==> config.mk <==
export PLATFORM = sky130hd
export DESIGN_NAME = nac_access_ctrl
export DESIGN_NICKNAME = d
export VERILOG_FILES = /design/src/shared/nac_pkg.sv /design/src/design/nac_access_ctrl.sv /design/src/design/nac_rx_filter.sv /design/src/design/nac_tx_ctrl.sv
export SDC_FILE = /design/constraint.sdc
export NUM_CORES = 1
export LEC_CHECK = 0
export BUFFER_PORTS_ARGS = -buffer_cell sky130_fd_sc_hd__buf_2
export CORE_UTILIZATION = 40
export DETAILED_ROUTE_END_ITERATION = 10
export GPL_ROUTABILITY_DRIVEN = 0
export PLACE_DENSITY = 0.73
export SLEW_MARGIN = 10
export SYNTH_ARGS = -nofsm -noshare
export SYNTH_HDL_FRONTEND = slang
export SYNTH_HIERARCHICAL = 1
export SYNTH_SLANG_ARGS = --single-unit
==> constraint.sdc <==
create_clock -name clk -period 2.4 [get_ports clk]
set_input_delay 0.12 -clock clk [delete_from_list [all_inputs] [get_ports clk]]
set_output_delay 0.12 -clock clk [all_outputs]
set_load 0.005 [all_outputs]
==> src/shared/nac_pkg.sv <==
// constants, types and helpers for the network access control block
package nac_pkg;
   localparam logic [7:0] NAC_OFS_CTRL = 8'h30;
   localparam logic [7:0] NAC_OFS_STAT = 8'h80;

   localparam int NAC_BIT_STOREFWD = 21;
   localparam int NAC_BIT_THRSEL = 14;
   localparam int NAC_BIT_TXRUN = 13;
   localparam int NAC_BIT_FORCECOL = 12;
   localparam int NAC_BIT_OPSEL = 10;
   localparam int NAC_BIT_ALLMCAST = 7;
   localparam int NAC_BIT_ACCALL = 6;
   localparam int NAC_BIT_BOHOLD = 5;
   localparam int NAC_BIT_PASSBAD = 3;
   localparam int NAC_BIT_RXRUN = 1;

   localparam logic [31:0] NAC_CTRL_RESET = 32'h0000_0040;
   // write masks grouped by the processors that must be idle
   localparam logic [31:0] NAC_MASK_TXIDLE = 32'h0020_c000;
   localparam logic [31:0] NAC_MASK_BOTHIDLE = 32'h0000_1c60;
   localparam logic [31:0] NAC_MASK_RXIDLE = 32'h0000_0088;
   localparam logic [31:0] NAC_MASK_FREE = 32'h0000_2002;

   localparam int NAC_STAT_RXST = 0;
   localparam int NAC_STAT_TXRUN = 2;
   localparam int NAC_STAT_INFRAME = 3;
   localparam int NAC_STAT_THR = 16;

   localparam logic [1:0] NAC_OPSEL_NORMAL = 2'h0;
   localparam logic [1:0] NAC_OPSEL_MACLOOP = 2'h1;

   localparam logic [10:0] NAC_THR100_0 = 11'h080;
   localparam logic [10:0] NAC_THR100_1 = 11'h100;
   localparam logic [10:0] NAC_THR100_2 = 11'h200;
   localparam logic [10:0] NAC_THR100_3 = 11'h400;
   localparam logic [10:0] NAC_THR10_0 = 11'h048;
   localparam logic [10:0] NAC_THR10_1 = 11'h060;
   localparam logic [10:0] NAC_THR10_2 = 11'h080;
   localparam logic [10:0] NAC_THR10_3 = 11'h0a0;

   typedef struct packed {
      logic storeForward;
      logic [1:0] txThresholdSel;
      logic txRun;
      logic forceCollision;
      logic [1:0] operatingSel;
      logic allMulticast;
      logic acceptAllFrames;
      logic carrierBackoffHold;
      logic passBadFrames;
      logic rxRun;
   } nac_ctrl_t;

   typedef struct packed {
      logic destMatch;
      logic multicast;
      logic badFrame;
      logic pauseFrame;
      logic wakeFrame;
   } nac_rxinfo_t;

   typedef enum logic [1:0] {NAC_RX_STOP, NAC_RX_RUN, NAC_RX_SUSP} nac_rxstate_t;

   function automatic nac_ctrl_t nac_unpack(input logic [31:0] r);
      nac_ctrl_t c;
      c.storeForward = r[NAC_BIT_STOREFWD];
      c.txThresholdSel = r[NAC_BIT_THRSEL +: 2];
      c.txRun = r[NAC_BIT_TXRUN];
      c.forceCollision = r[NAC_BIT_FORCECOL];
      c.operatingSel = r[NAC_BIT_OPSEL +: 2];
      c.allMulticast = r[NAC_BIT_ALLMCAST];
      c.acceptAllFrames = r[NAC_BIT_ACCALL];
      c.carrierBackoffHold = r[NAC_BIT_BOHOLD];
      c.passBadFrames = r[NAC_BIT_PASSBAD];
      c.rxRun = r[NAC_BIT_RXRUN];
      return c;
   endfunction : nac_unpack

   function automatic logic [10:0] nac_thresh_bytes(input logic [1:0] code, input logic fast);
      logic [10:0] b;
      b = NAC_THR10_0;
      case ({fast, code})
         3'h0: b = NAC_THR10_0;
         3'h1: b = NAC_THR10_1;
         3'h2: b = NAC_THR10_2;
         3'h3: b = NAC_THR10_3;
         3'h4: b = NAC_THR100_0;
         3'h5: b = NAC_THR100_1;
         3'h6: b = NAC_THR100_2;
         3'h7: b = NAC_THR100_3;
         default: b = NAC_THR10_0;
      endcase
      return b;
   endfunction : nac_thresh_bytes

   function automatic logic [31:0] nac_merge(input logic [31:0] cur, input logic [31:0] wd,
                                             input logic [31:0] m);
      return (cur & ~m) | (wd & m);
   endfunction : nac_merge
endpackage : nac_pkg

==> src/design/nac_access_ctrl.sv <==
// network access control register with Avalon-MM slave and receive processor state
`timescale 1ns/10ps
`default_nettype none
module nac_access_ctrl
(
   input wire logic clk,
   input wire logic resetn,
   input wire logic [7:0] avsAddress,
   input wire logic avsRead,
   input wire logic avsWrite,
   input wire logic [31:0] avsWriteData,
   input wire logic [3:0] avsByteEnable,
   output logic [31:0] avsReadData,
   output logic avsWaitRequest,
   input wire logic linkSpeed100,
   input wire logic [11:0] txFifoLevel,
   input wire logic txFrameWhole,
   input wire logic txTransmitting,
   input wire logic carrierSense,
   input wire logic rxFrameStart,
   input wire logic rxFrameEnd,
   input wire nac_pkg::nac_rxinfo_t rxInfo,
   input wire logic rxDescUnavail,
   input wire logic rxDescReady,
   input wire logic pauseEnable,
   input wire logic wakeEnable,
   output logic txRunning,
   output logic txStartOk,
   output logic [10:0] txThresholdBytes,
   output logic txForceCollide,
   output logic backoffPause,
   output logic macLoopback,
   output logic rxRunning,
   output logic rxAccept,
   output logic rxDrop
);
   logic [31:0] ctrl_reg;
   logic [31:0] ctrl_next;
   logic [31:0] readData_reg;
   logic waitReq_reg;
   logic macLoop_reg;
   logic rxRunning_reg;
   logic inFrame_reg;
   nac_pkg::nac_rxstate_t rxState_reg;
   nac_pkg::nac_rxstate_t rxState_next;
   nac_pkg::nac_ctrl_t ctrl;
   logic busReq;
   logic busTake;
   logic txIdle;
   logic rxIdle;
   logic frameOpen;
   logic [31:0] laneMask;
   logic [31:0] allowMask;
   logic [31:0] statusWord;

   assign ctrl = nac_pkg::nac_unpack(ctrl_reg);
   assign busReq = avsRead || avsWrite;
   // the request is answered at the edge where waitrequest is seen low
   assign busTake = busReq && !waitReq_reg;
   assign txIdle = !txRunning;
   assign rxIdle = (rxState_reg == nac_pkg::NAC_RX_STOP);
   assign frameOpen = inFrame_reg && !rxFrameEnd;
   assign laneMask = {{8{avsByteEnable[3]}}, {8{avsByteEnable[2]}}, {8{avsByteEnable[1]}},
                      {8{avsByteEnable[0]}}};

   // fields whose processors are busy are held; this guards against a careless driver
   always_comb
   begin
      allowMask = nac_pkg::NAC_MASK_FREE;
      if (txIdle)
         allowMask = allowMask | nac_pkg::NAC_MASK_TXIDLE;
      if (rxIdle)
         allowMask = allowMask | nac_pkg::NAC_MASK_RXIDLE;
      if (txIdle && rxIdle)
         allowMask = allowMask | nac_pkg::NAC_MASK_BOTHIDLE;
   end

   always_comb
   begin
      ctrl_next = ctrl_reg;
      if (busTake && avsWrite && (avsAddress == nac_pkg::NAC_OFS_CTRL))
         ctrl_next = nac_pkg::nac_merge(ctrl_reg, avsWriteData, allowMask & laneMask);
   end

   always_comb
   begin
      statusWord = 32'h0000_0000;
      statusWord[nac_pkg::NAC_STAT_RXST +: 2] = rxState_reg;
      statusWord[nac_pkg::NAC_STAT_TXRUN] = txRunning;
      statusWord[nac_pkg::NAC_STAT_INFRAME] = inFrame_reg;
      statusWord[nac_pkg::NAC_STAT_THR +: 11] = txThresholdBytes;
   end

   always_ff @(posedge clk or negedge resetn)
   begin
      if (!resetn)
         ctrl_reg <= nac_pkg::NAC_CTRL_RESET;
      else
         ctrl_reg <= ctrl_next;
   end

   // one wait state: waitrequest drops for the cycle after the request appears
   always_ff @(posedge clk or negedge resetn)
   begin
      if (!resetn)
         waitReq_reg <= 1'b1;
      else if (busReq && waitReq_reg)
         waitReq_reg <= 1'b0;
      else
         waitReq_reg <= 1'b1;
   end

   always_ff @(posedge clk or negedge resetn)
   begin
      if (!resetn)
         readData_reg <= 32'h0000_0000;
      else if (avsRead && waitReq_reg)
      begin
         case (avsAddress)
            nac_pkg::NAC_OFS_CTRL: readData_reg <= ctrl_reg;
            nac_pkg::NAC_OFS_STAT: readData_reg <= statusWord;
            default: readData_reg <= 32'h0000_0000;
         endcase
      end
   end

   always_ff @(posedge clk or negedge resetn)
   begin
      if (!resetn)
         macLoop_reg <= 1'b0;
      else
         macLoop_reg <= (ctrl.operatingSel == nac_pkg::NAC_OPSEL_MACLOOP);
   end

   always_ff @(posedge clk or negedge resetn)
   begin
      if (!resetn)
         inFrame_reg <= 1'b0;
      else if (rxFrameStart)
         inFrame_reg <= 1'b1;
      else if (rxFrameEnd)
         inFrame_reg <= 1'b0;
   end

   always_comb
   begin
      rxState_next = rxState_reg;
      case (rxState_reg)
         nac_pkg::NAC_RX_STOP:
         begin
            if (ctrl.rxRun)
               rxState_next = nac_pkg::NAC_RX_RUN;
         end
         nac_pkg::NAC_RX_RUN:
         begin
            if (!ctrl.rxRun && !frameOpen)
               rxState_next = nac_pkg::NAC_RX_STOP;
            else if (ctrl.rxRun && rxDescUnavail)
               rxState_next = nac_pkg::NAC_RX_SUSP;
         end
         nac_pkg::NAC_RX_SUSP:
         begin
            if (!ctrl.rxRun && !frameOpen)
               rxState_next = nac_pkg::NAC_RX_STOP;
            else if (ctrl.rxRun && rxDescReady)
               rxState_next = nac_pkg::NAC_RX_RUN;
         end
         default: rxState_next = nac_pkg::NAC_RX_STOP;
      endcase
   end

   always_ff @(posedge clk or negedge resetn)
   begin
      if (!resetn)
      begin
         rxState_reg <= nac_pkg::NAC_RX_STOP;
         rxRunning_reg <= 1'b0;
      end
      else
      begin
         rxState_reg <= rxState_next;
         rxRunning_reg <= (rxState_next == nac_pkg::NAC_RX_RUN);
      end
   end

   nac_tx_ctrl u_tx
   (
      .clk(clk),
      .resetn(resetn),
      .ctrl(ctrl),
      .linkSpeed100(linkSpeed100),
      .txFifoLevel(txFifoLevel),
      .txFrameWhole(txFrameWhole),
      .txTransmitting(txTransmitting),
      .carrierSense(carrierSense),
      .txRunning(txRunning),
      .txStartOk(txStartOk),
      .txThresholdBytes(txThresholdBytes),
      .txForceCollide(txForceCollide),
      .backoffPause(backoffPause)
   );

   nac_rx_filter u_rxf
   (
      .clk(clk),
      .resetn(resetn),
      .ctrl(ctrl),
      .rxStopped(rxIdle),
      .rxFrameEnd(rxFrameEnd),
      .rxInfo(rxInfo),
      .pauseEnable(pauseEnable),
      .wakeEnable(wakeEnable),
      .rxAccept(rxAccept),
      .rxDrop(rxDrop)
   );

   assign avsReadData = readData_reg;
   assign avsWaitRequest = waitReq_reg;
   assign macLoopback = macLoop_reg;
   assign rxRunning = rxRunning_reg;
endmodule : nac_access_ctrl
`default_nettype wire

==> src/design/nac_rx_filter.sv <==
// receive accept/discard decision, registered as one-cycle pulses at frame end
`timescale 1ns/10ps
`default_nettype none
module nac_rx_filter
(
   input wire logic clk,
   input wire logic resetn,
   input wire nac_pkg::nac_ctrl_t ctrl,
   input wire logic rxStopped,
   input wire logic rxFrameEnd,
   input wire nac_pkg::nac_rxinfo_t rxInfo,
   input wire logic pauseEnable,
   input wire logic wakeEnable,
   output logic rxAccept,
   output logic rxDrop
);
   logic addrPass;
   logic qualityPass;
   logic specialPass;
   logic takeIt;

   always_comb
   begin
      addrPass = ctrl.acceptAllFrames || rxInfo.destMatch
                 || (ctrl.allMulticast && rxInfo.multicast);
      // accept-all with bad pass lets every bad frame through while receive is not stopped
      qualityPass = !rxInfo.badFrame || ctrl.passBadFrames;
      specialPass = (rxInfo.pauseFrame && pauseEnable) || (rxInfo.wakeFrame && wakeEnable);
      takeIt = specialPass || (!rxStopped && addrPass && qualityPass);
   end

   always_ff @(posedge clk or negedge resetn)
   begin
      if (!resetn)
      begin
         rxAccept <= 1'b0;
         rxDrop <= 1'b0;
      end
      else
      begin
         rxAccept <= rxFrameEnd && takeIt;
         rxDrop <= rxFrameEnd && !takeIt;
      end
   end
endmodule : nac_rx_filter
`default_nettype wire

==> src/design/nac_tx_ctrl.sv <==
// transmit-side steering: threshold, start decision, collision forcing, back-off hold
`timescale 1ns/10ps
`default_nettype none
module nac_tx_ctrl
(
   input wire logic clk,
   input wire logic resetn,
   input wire nac_pkg::nac_ctrl_t ctrl,
   input wire logic linkSpeed100,
   input wire logic [11:0] txFifoLevel,
   input wire logic txFrameWhole,
   input wire logic txTransmitting,
   input wire logic carrierSense,
   output logic txRunning,
   output logic txStartOk,
   output logic [10:0] txThresholdBytes,
   output logic txForceCollide,
   output logic backoffPause
);
   logic [10:0] thrNow;

   // speed is read live, so a renegotiated link moves the threshold at once
   assign thrNow = nac_pkg::nac_thresh_bytes(ctrl.txThresholdSel, linkSpeed100);

   always_ff @(posedge clk or negedge resetn)
   begin
      if (!resetn)
      begin
         txRunning <= 1'b0;
         txThresholdBytes <= nac_pkg::NAC_THR10_0;
      end
      else
      begin
         txRunning <= ctrl.txRun;
         txThresholdBytes <= thrNow;
      end
   end

   always_ff @(posedge clk or negedge resetn)
   begin
      if (!resetn)
         txStartOk <= 1'b0;
      else if (!ctrl.txRun)
         txStartOk <= 1'b0;
      else if (ctrl.storeForward)
         txStartOk <= txFrameWhole;
      else
         txStartOk <= txFrameWhole || (txFifoLevel >= {1'b0, thrNow});
   end

   always_ff @(posedge clk or negedge resetn)
   begin
      if (!resetn)
      begin
         txForceCollide <= 1'b0;
         backoffPause <= 1'b0;
      end
      else
      begin
         txForceCollide <= ctrl.forceCollision && txTransmitting;
         backoffPause <= ctrl.carrierBackoffHold && carrierSense;
      end
   end
endmodule : nac_tx_ctrl
`default_nettype wire

==> flow_summary.toml, run 1 <==
[cts]
cts_max_path_buffers = 2
cts_htree_levels = 2
clkTransAtPathRegs_ns = 0.09
clk_latency_ns = 0.30
hold_buffers = 4
ctsResizeCount = 0
post_cts_buffers = 0
numCtsBuffers = 5
cts_tree = "built"
root_buffer = "clkbuf_8"
cts.sinks = 55

[synth]
syn_inst = 193
synth.avg_cell_area_um2 = 13.0
ys.flop_type = "dfrtp_1"
netlist.area_leader.share = 0.509
syn-cell-area_um2 = 2500
ys_types = 46
synthTopCellsByArea = "dfrtp_1 (51%), mux2_2 (5.4%), a22o_2 (4.8%)"
ys_seq_area_frac = 0.551
ys_ff_latch = 55
yosys_warnings = 6
async_flop_share = 1.00
synth-edff-count = 0
synth_top_area_cell = "dfrtp_1"

[global_route]
overflow = 0
first_global_vias = 1840
grt_pass1_wl_um = 8700
antenna_found_initial = 0
grt_max_degree = 27
track_usage = 0.174

[worst_setup_path]
arrival_ns = 2.31
cp.buffers_inverters = 0
max_stage_delay_ns = 0.47
cp_max_fo = 8
path_class = "register to register"
slowest_stage = "dfrtp_1"
crit_path_start_kind = "register"
worstPathCellList = "or2_2 > nor2_1 > ha_1 > nor4b_1 > o31a_1 > a2111oi_2 > o2bb2ai_1"
cp.required_ns = 2.58
cp_top_family = "compound AO/OA/AOI/OAI gates"
endpoint_kind = "register"

[die]
die_h_um = 81.1
initial_utilization = 0.418
dieArea_um2 = 6580
row_count = 28
die_w_um = 81.1
ios = 127
core_um2 = 5990

[sta]
fmax_mhz = 471
rsz0062_at_grt = "no"
hold_viol = 0
post-route-period-util = 0.884
tns_ns = 0
finalSetupViolations = 0
fin_crit_ns = 2.12
drv_slew = 0
fin_skew_ns = 0.00648

[detailed_routing]
wl_per_cell_um = 14.5
viasPerCell = 5.03
drt_iter0_drc = 91
wl_um = 5410
drc_errors = 0
vias = 1872
antenna_left = 0
first_pass_iters = 4

[power]
internal_power_mw = 1.28
net-switching-power_mw = 0.387
p_clk_frac = 0.331
power_density_nw_per_um2 = 529
power_mw = 1.67
power.leakage_nw = 1.71
combPwrFrac = 0.098
peakVddDrop_v = 0.000291
pwr-share-seq = 0.571
p_sw_frac = 0.232

[placed_design]
port_buffers = 93
dp_hpwl_um = 4130

[cells_and_area]
seq_area_um2 = 1380
final_nets = 378
antenna_cells = 0
multi_input_area_um2 = 975
fillers = 538
synthToLayoutAreaGrowth_pct = 26.0
drive_gt1_frac = 0.498

[status]
status = "completed"

[flow_run]
cap_violations = 0

[hold_path]
hp-class = "input port to register"
-- metrics by stage --
| step | cell area [µm²] | std cells | worst slack, ns | util | hold WS (ns) |
|---|---|---|---|---|---|
| 2_1_floorplan | 2540 | 203 | 0.448 | - | -0.176 |
| 3_3_place_gp | 3010 | 360 | 0.344 | 0.503 | -0.0574 |
| 5_1_grt | 3160 | 372 | 0.140 | 0.527 | 0.0173 |
| 6_report | 3160 | 372 | 0.278 | 0.527 | 0.0266 |
| 3_5_place_dp | 3010 | 360 | 0.284 | 0.503 | -0.0547 |
| 4_1_cts | 3160 | 372 | 0.271 | 0.527 | 0.0155 |
-- layout make-up --
type	instances	area share
Clock buffer	7	0.0305
Inverter	12	0.0143
Timing Repair Buffer	104	0.177
Tap cell	75	0.0297
Sequential cell	55	0.438
Multi-Input combinational cell	118	0.309
Clock inverter	1	0.00238
-- synthesized netlist by cell type (2+ instances only) --
| cell type | n |
|---|---|
| dfrtp_1 | 51 |
| buf_4 | 13 |
| a22o_2 | 12 |
| inv_1 | 12 |
| mux2_2 | 12 |
| a22o_1 | 9 |
| ha_1 | 7 |
| nand4_1 | 6 |
| and2_1 | 5 |
| dfstp_2 | 4 |
| nor2b_1 | 4 |
| a221o_2 | 3 |
| nand2_1 | 3 |
| nand2b_1 | 3 |
| nor2_1 | 3 |
| nor3b_1 | 3 |
| o32ai_1 | 3 |
| a21o_1 | 2 |
| a21oi_1 | 2 |
| and4_1 | 2 |
| buf_6 | 2 |
| clkbuf_1 | 2 |
| conb_1 | 2 |
| nand3_1 | 2 |
| nor4b_1 | 2 |
| nor4b_2 | 2 |
| o21ai_0 | 2 |
| or2_2 | 2 |
-- cells in the final DEF (no fill, tap or decap), drive strengths merged, types with 2 or more instances in the layout --
cell / n
buf: 100
dfrtp: 51
a22o: 21
inv: 12
mux2: 12
conb: 12
clkbuf: 7
ha: 7
nand4: 6
and2: 5
nor2b: 4
dfstp: 4
dlygate4sd3: 4
nor4b: 4
nor2: 3
nand2: 3
nand2b: 3
o32ai: 3
nor3b: 3
a221o: 3
nand3: 2
a21oi: 2
o21ai: 2
and4: 2
a21o: 2
or2: 2
a211oi: 2
-- kinds of logic (layout without fill, tap and decap cells) --
kind of cell / count (synthesis) / in the layout / synth area share
compound gates: 44 / 44 / 0.157
fa+ha+maj: 7 / 7 / 0.0350
buf+inv: 30 / 124 / 0.0744
flops: 55 / 55 / 0.551
mux: 13 / 13 / 0.0579
other cells: 2 / 12 / 0.00300
simple gates: 42 / 42 / 0.121
-- final timing paths --
| path | startpoint | to | slack, ns | cells past startpoint |
|---|---|---|---|---|
| max reg2reg | register | u_tx/txStartOk | 0.28 | 7 |
| min reg2reg | register | macLoopback | 0.45 | 1 |
| max | register | u_tx/txStartOk | 0.28 | 7 |
| min | carrierSense | u_tx/backoffPause | 0.03 | 2 |
| max in group asynchronous | resetn | asynchronous set/reset pin | 1.65 | 3 |
| min in group asynchronous | resetn | rxState_reg[1] | 0.16 | 2 |
-- power by group through the flow --
stage | registers [mW] | logic (mW) | clock network [mW]
2_1_floorplan | 0.970 | 0.0804 | 0
3_3_place_gp | 0.971 | 0.155 | 0
3_5_place_dp | 0.971 | 0.159 | 0
4_1_cts | 0.953 | 0.166 | 0.575
5_1_grt | 0.956 | 0.186 | 0.610
6_report | 0.953 | 0.164 | 0.553
-- layer usage --
layer  global-route usage  vias to the layer above  part of all wire
met5                    0                        -                 0
met4               0.0536                        0            0.0057
met3               0.0270                        2             0.049
met2                0.297                       63              0.49
met1                0.226                      913              0.45
li1                     -                      894                 -
No activity file was read; power rests on OpenSTA's default activity.
==> inputs of run 2 (changes only) <==
CORE_MARGIN = 2   (was not set)
GPL_TIMING_DRIVEN = 0   (was not set)
==> flow_summary.toml, run 2 (same netlist as run 1, synthesis figures left out) <==
[detailed_routing]
drt_iter0_drc = 53
viasPerCell = 4.85
drc_errors = 0
first_pass_iters = 4
wl_um = 5470
wl_per_cell_um = 14.3
antenna_left = 0
vias = 1857

[global_route]
use_met2 = 0.265
antenna_found_initial = 0
overflow = 0
grt_pass1_wl_um = 9080
first_global_vias = 1867
use_met3 = 0.0427
track_usage = 0.162
gr-usage-met1 = 0.211
grt_max_degree = 56
grt_most_used_layer = "met2"

[worst_setup_path]
reg2reg_depth = 7
arrival_ns = 2.28
r2r_end = "u_tx/txStartOk"
rrSetupSlack_ns = 0.31
endpoint_kind = "register"
path_class = "register to register"
cp.required_ns = 2.59
cp_max_fo = 8
crit_path_start_kind = "register"

[cells_and_area]
seq_area_um2 = 1380
mostFrequentLayoutCell = "buf_2"
final_nets = 389
synthToLayoutAreaGrowth_pct = 29.9
layout_common_cells = "buf_2 (92), dfrtp_1 (51), buf_4 (14)"
antenna_cells = 0
post-route-util = 0.543
multi_input_area_um2 = 975
drive_gt1_frac = 0.506
fillers = 546

[die]
die_h_um = 83.1
core_um2 = 5990
dieArea_um2 = 6910
initial_utilization = 0.418
ios = 127
die_w_um = 83.1
row_count = 28

[hold_path]
hold_start = "carrierSense"
hold_depth = 2
hp-class = "input port to register"
holdPathEnd = "u_tx/backoffPause"

[power]
p_clk_frac = 0.349
net-switching-power_mw = 0.394
pwr-share-seq = 0.548
power_density_nw_per_um2 = 534
internal_power_mw = 1.34
p_sw_frac = 0.227
power.leakage_nw = 1.77
peakVddDrop_v = 0.000227
power_mw = 1.74
combPwrFrac = 0.102

[sta]
slew-limit-headroom = 0.530
fin_crit_ns = 2.09
fmax_mhz = 478
tns_ns = 0
hold_viol = 0
finalSetupViolations = 0
hold_ws_ns = 0.0161
fin_skew_ns = 0.00394
post-route-period-util = 0.871
drv_slew = 0
rsz0062_at_grt = "no"
worstMarginPinSlew_ns = 0.706

[cts]
cts_max_path_buffers = 2
ctsResizeCount = 0
cts_tree = "built"
cts_htree_levels = 2
post_cts_buffers = 0
root_buffer = "clkbuf_8"
numCtsBuffers = 5
cts.sinks = 55
clk_latency_ns = 0.30
clkTransAtPathRegs_ns = 0.09

[placed_design]
port_buffers = 93
dp_hpwl_um = 4110

[status]
status = "completed"

[flow_run]
cap_violations = 0
==> run 2: changes by cell type in the layout (fill, tap and decap cells not counted) <==
| cell | previous run | this run |
|---|---|---|
| buf_6 | 0 | 2 |
| clkbuf_8 | 7 | 6 |
| clkbuf_1 | 0 | 3 |
| buf_4 | 7 | 14 |
| bufinv_16 | 0 | 1 |
| buf_2 | 93 | 92 |
==> run 2: worst max-delay path, cell delays in order (launching register included) <==
cell and delay, ns:
dfrtp_1 0.47, or2_2 0.33, nor2_1 0.13, ha_1 0.24, nor4b_1 0.15, o31a_1 0.24, a2111oi_2 0.33, o2bb2ai_1 0.09
==> run 2: per-layer routing <==
metal,vias to the layer above,routed length [µm]
li1,919,-
met4,0,57
met2,70,2620
met3,4,380
met5,-,0
met1,864,2410
==> run 2: worst max-delay path by stage <==
| stage | from | end | slack (ns) | depth (start not counted) |
|---|---|---|---|---|
| floorplan | register | u_tx/txStartOk | 0.45 | 7 |
| global placement | register | u_tx/txStartOk | 0.29 | 7 |
| detailed placement | register | u_tx/txStartOk | 0.30 | 7 |
| CTS | register | u_tx/txStartOk | 0.28 | 7 |
| global route | register | u_tx/txStartOk | 0.15 | 7 |
| finish | register | u_tx/txStartOk | 0.31 | 7 |
==> run 2: layout make-up <==
cell class / count / area share
plain buffers: 18 / 0.0434
clock buffers: 6 / 0.0223
clock inverters: 2 / 0.0115
inverters: 12 / 0.0138
multi-input cells: 118 / 0.300
flip-flops and latches: 55 / 0.424
well taps: 75 / 0.0288
repair buffers: 97 / 0.156
==> run 2: stage by stage <==
step                      instances  instance area, µm²  setup slack [ns]
final                           383                3250             0.310
after global placement          371                3100             0.293
after floorplan                 203                2540             0.448
after detailed placement        371                3100             0.303
after global routing            383                3250             0.154
after CTS                       382                3240             0.283
==> run 2: power groups by stage <==
stage | clock [mW] | sequential, mW | combinational, mW
final | 0.607 | 0.952 | 0.178
after global routing | 0.660 | 0.955 | 0.201
after CTS | 0.624 | 0.952 | 0.179
after detailed placement | 0 | 0.971 | 0.173
after global placement | 0 | 0.970 | 0.170
after floorplan | 0 | 0.970 | 0.0804
==> run 2: timing repair <==
item,4_1_cts,5_1_grt
endpoints found under the setup margin,0,0
hold endpoints to repair,2,51
hold buffers,3,1
==> inputs of run 3 (changes only) <==
PLACE_DENSITY = 0.75   (was 0.73)
RECOVER_POWER = 50   (was not set)
clock period = 1.92 ns   (was 2.4 ns; I/O delays follow)
==> flow_summary.toml, run 3 (same netlist as run 1, synthesis figures left out) <==
[cells_and_area]
final_nets = 395
design_area_um2 = 3290
drive_gt1_frac = 0.468
antenna_cells = 0
final_cells = 389
layout_common_cells = "buf_2 (77), dfrtp_1 (50), clkbuf_1 (19), buf_4 (16)"
mostFrequentLayoutCell = "buf_2"
synthToLayoutAreaGrowth_pct = 31.5
post-route-util = 0.550

[die]
die_h_um = 83.1
core_um2 = 5990
dieArea_um2 = 6910
row_count = 28
ios = 127
die_w_um = 83.1
initial_utilization = 0.418

[detailed_routing]
drc_errors = 0
drt_iter0_drc = 68
vias = 1944
first_pass_iters = 4
viasPerCell = 5.00
wl_per_cell_um = 14.7
antenna_left = 0
wl_um = 5730

[sta]
fmax_mhz = 539
fin_crit_ns = 1.85
drv_slew = 0
worstMarginPinSlew_ns = 1.37
rsz0062_at_grt = "yes"
slew-limit-headroom = 0.0897
post-route-period-util = 0.966
fin_skew_ns = 0.00326
hold_viol = 0
finalSetupViolations = 0
fin_ws_ns = 0.0659

[hold_path]
hold_start = "avsWriteData[13]"
hold_depth = 2
hp-class = "input port to register"

[worst_setup_path]
path_class = "register to register"
reg2reg_depth = 7
cp_max_fo = 3
cp.required_ns = 2.11
arrival_ns = 2.05
endpoint_kind = "register"
crit_path_start_kind = "register"
r2r_end = "u_tx/txStartOk"
rrSetupSlack_ns = 0.07

[power]
power.leakage_nw = 1.73
power_mw = 2.18
power_density_nw_per_um2 = 662
peakVddDrop_v = 0.000273

[cts]
numCtsBuffers = 5
cts_htree_levels = 2
clkTransAtPathRegs_ns = 0.09
cts.sinks = 55
clk_latency_ns = 0.30
cts_tree = "built"
root_buffer = "clkbuf_8"
cts_max_path_buffers = 2

[global_route]
grt_pass1_wl_um = 9700
first_global_vias = 1945
grt_max_degree = 56
grt_most_used_layer = "met2"
use_met3 = 0.0338
use_met2 = 0.273
track_usage = 0.172
gr-usage-met1 = 0.241
antenna_found_initial = 0
overflow = 0

[placed_design]
dpl_cell_area_um2 = 3110
port_buffers = 93
dp_hpwl_um = 4190
numPlacedInstances = 371
place_ws_ns = -0.114

[flow_run]
cap_violations = 0

[status]
status = "completed"
==> run 3: cell types whose count changed in the layout (fill, tap and decap cells not counted), sizes merged <==
cell,change
clkinvlp,-1
clkbuf,+17
dlygate4sd3,+2
buf,-12
==> run 3: final cells by class <==
cell class	instances	area [µm²]
Buffer	18	141
Clock buffer	7	76.3
Clock inverter	1	30.0
Fill cell	553	2700
Inverter	12	45.0
Multi-Input combinational cell	118	985
Sequential cell	55	1380
Tap cell	75	93.8
Timing Repair Buffer	103	541
==> run 3: what timing repair did <==
| action | in CTS | in global routing |
|---|---|---|
| hold buffers | 5 | 1 |
| pin swaps | 1 | 0 |
| buffers inserted | 1 | 3 |
| gates resized for setup | 1 | 2 |
| endpoints found under the hold margin | 4 | 51 |
| setup endpoints to repair | 1 | 1 |
==> run 3: power by group <==
group	internal, mW	leakage (nW)	switching (mW)
Sequential	1.18	0.745	0.0123
Clock	0.391	0.0524	0.367
Combinational	0.116	0.937	0.116
Total	1.69	1.73	0.495
==> run 3: worst max path at each step <==
| stage | depth (start not counted) | to | slack [ns] |
|---|---|---|---|
| 3_5_place_dp | 7 | u_tx/txStartOk | -0.11 |
| 3_3_place_gp | 7 | u_tx/txStartOk | -0.08 |
| 5_1_grt | 7 | u_tx/txStartOk | -0.02 |
| 2_1_floorplan | 7 | u_tx/txStartOk | 0.06 |
| 6_report | 7 | u_tx/txStartOk | 0.07 |
| 4_1_cts | 8 | u_tx/txStartOk | 0.05 |
==> run 3: per-layer routing <==
metal,share of wire,wire length (µm),vias up
met4,0.011,65,0
met1,0.46,2640,931
li1,-,-,930
met5,0,0,-
met3,0.052,296,6
met2,0.48,2730,77
==> run 3: per-stage QoR <==
stage,TNS (ns),hold slack (ns)
after floorplan,0,-0.200
after global placement,-0.0765,0.276
after detailed placement,-0.114,0.277
after CTS,0,0.0116
after global routing,-0.0196,0.00980
final,0,0.0164
==> run 3: worst max-delay path, cell delays in order (launching register included) <==
cell       delay (ns)
dfrtp_2          0.43
or2_4            0.25
nor2_2           0.10
ha_1             0.23
nor4b_1          0.14
o31a_1           0.27
a2111oi_2        0.23
o2bb2ai_1        0.09
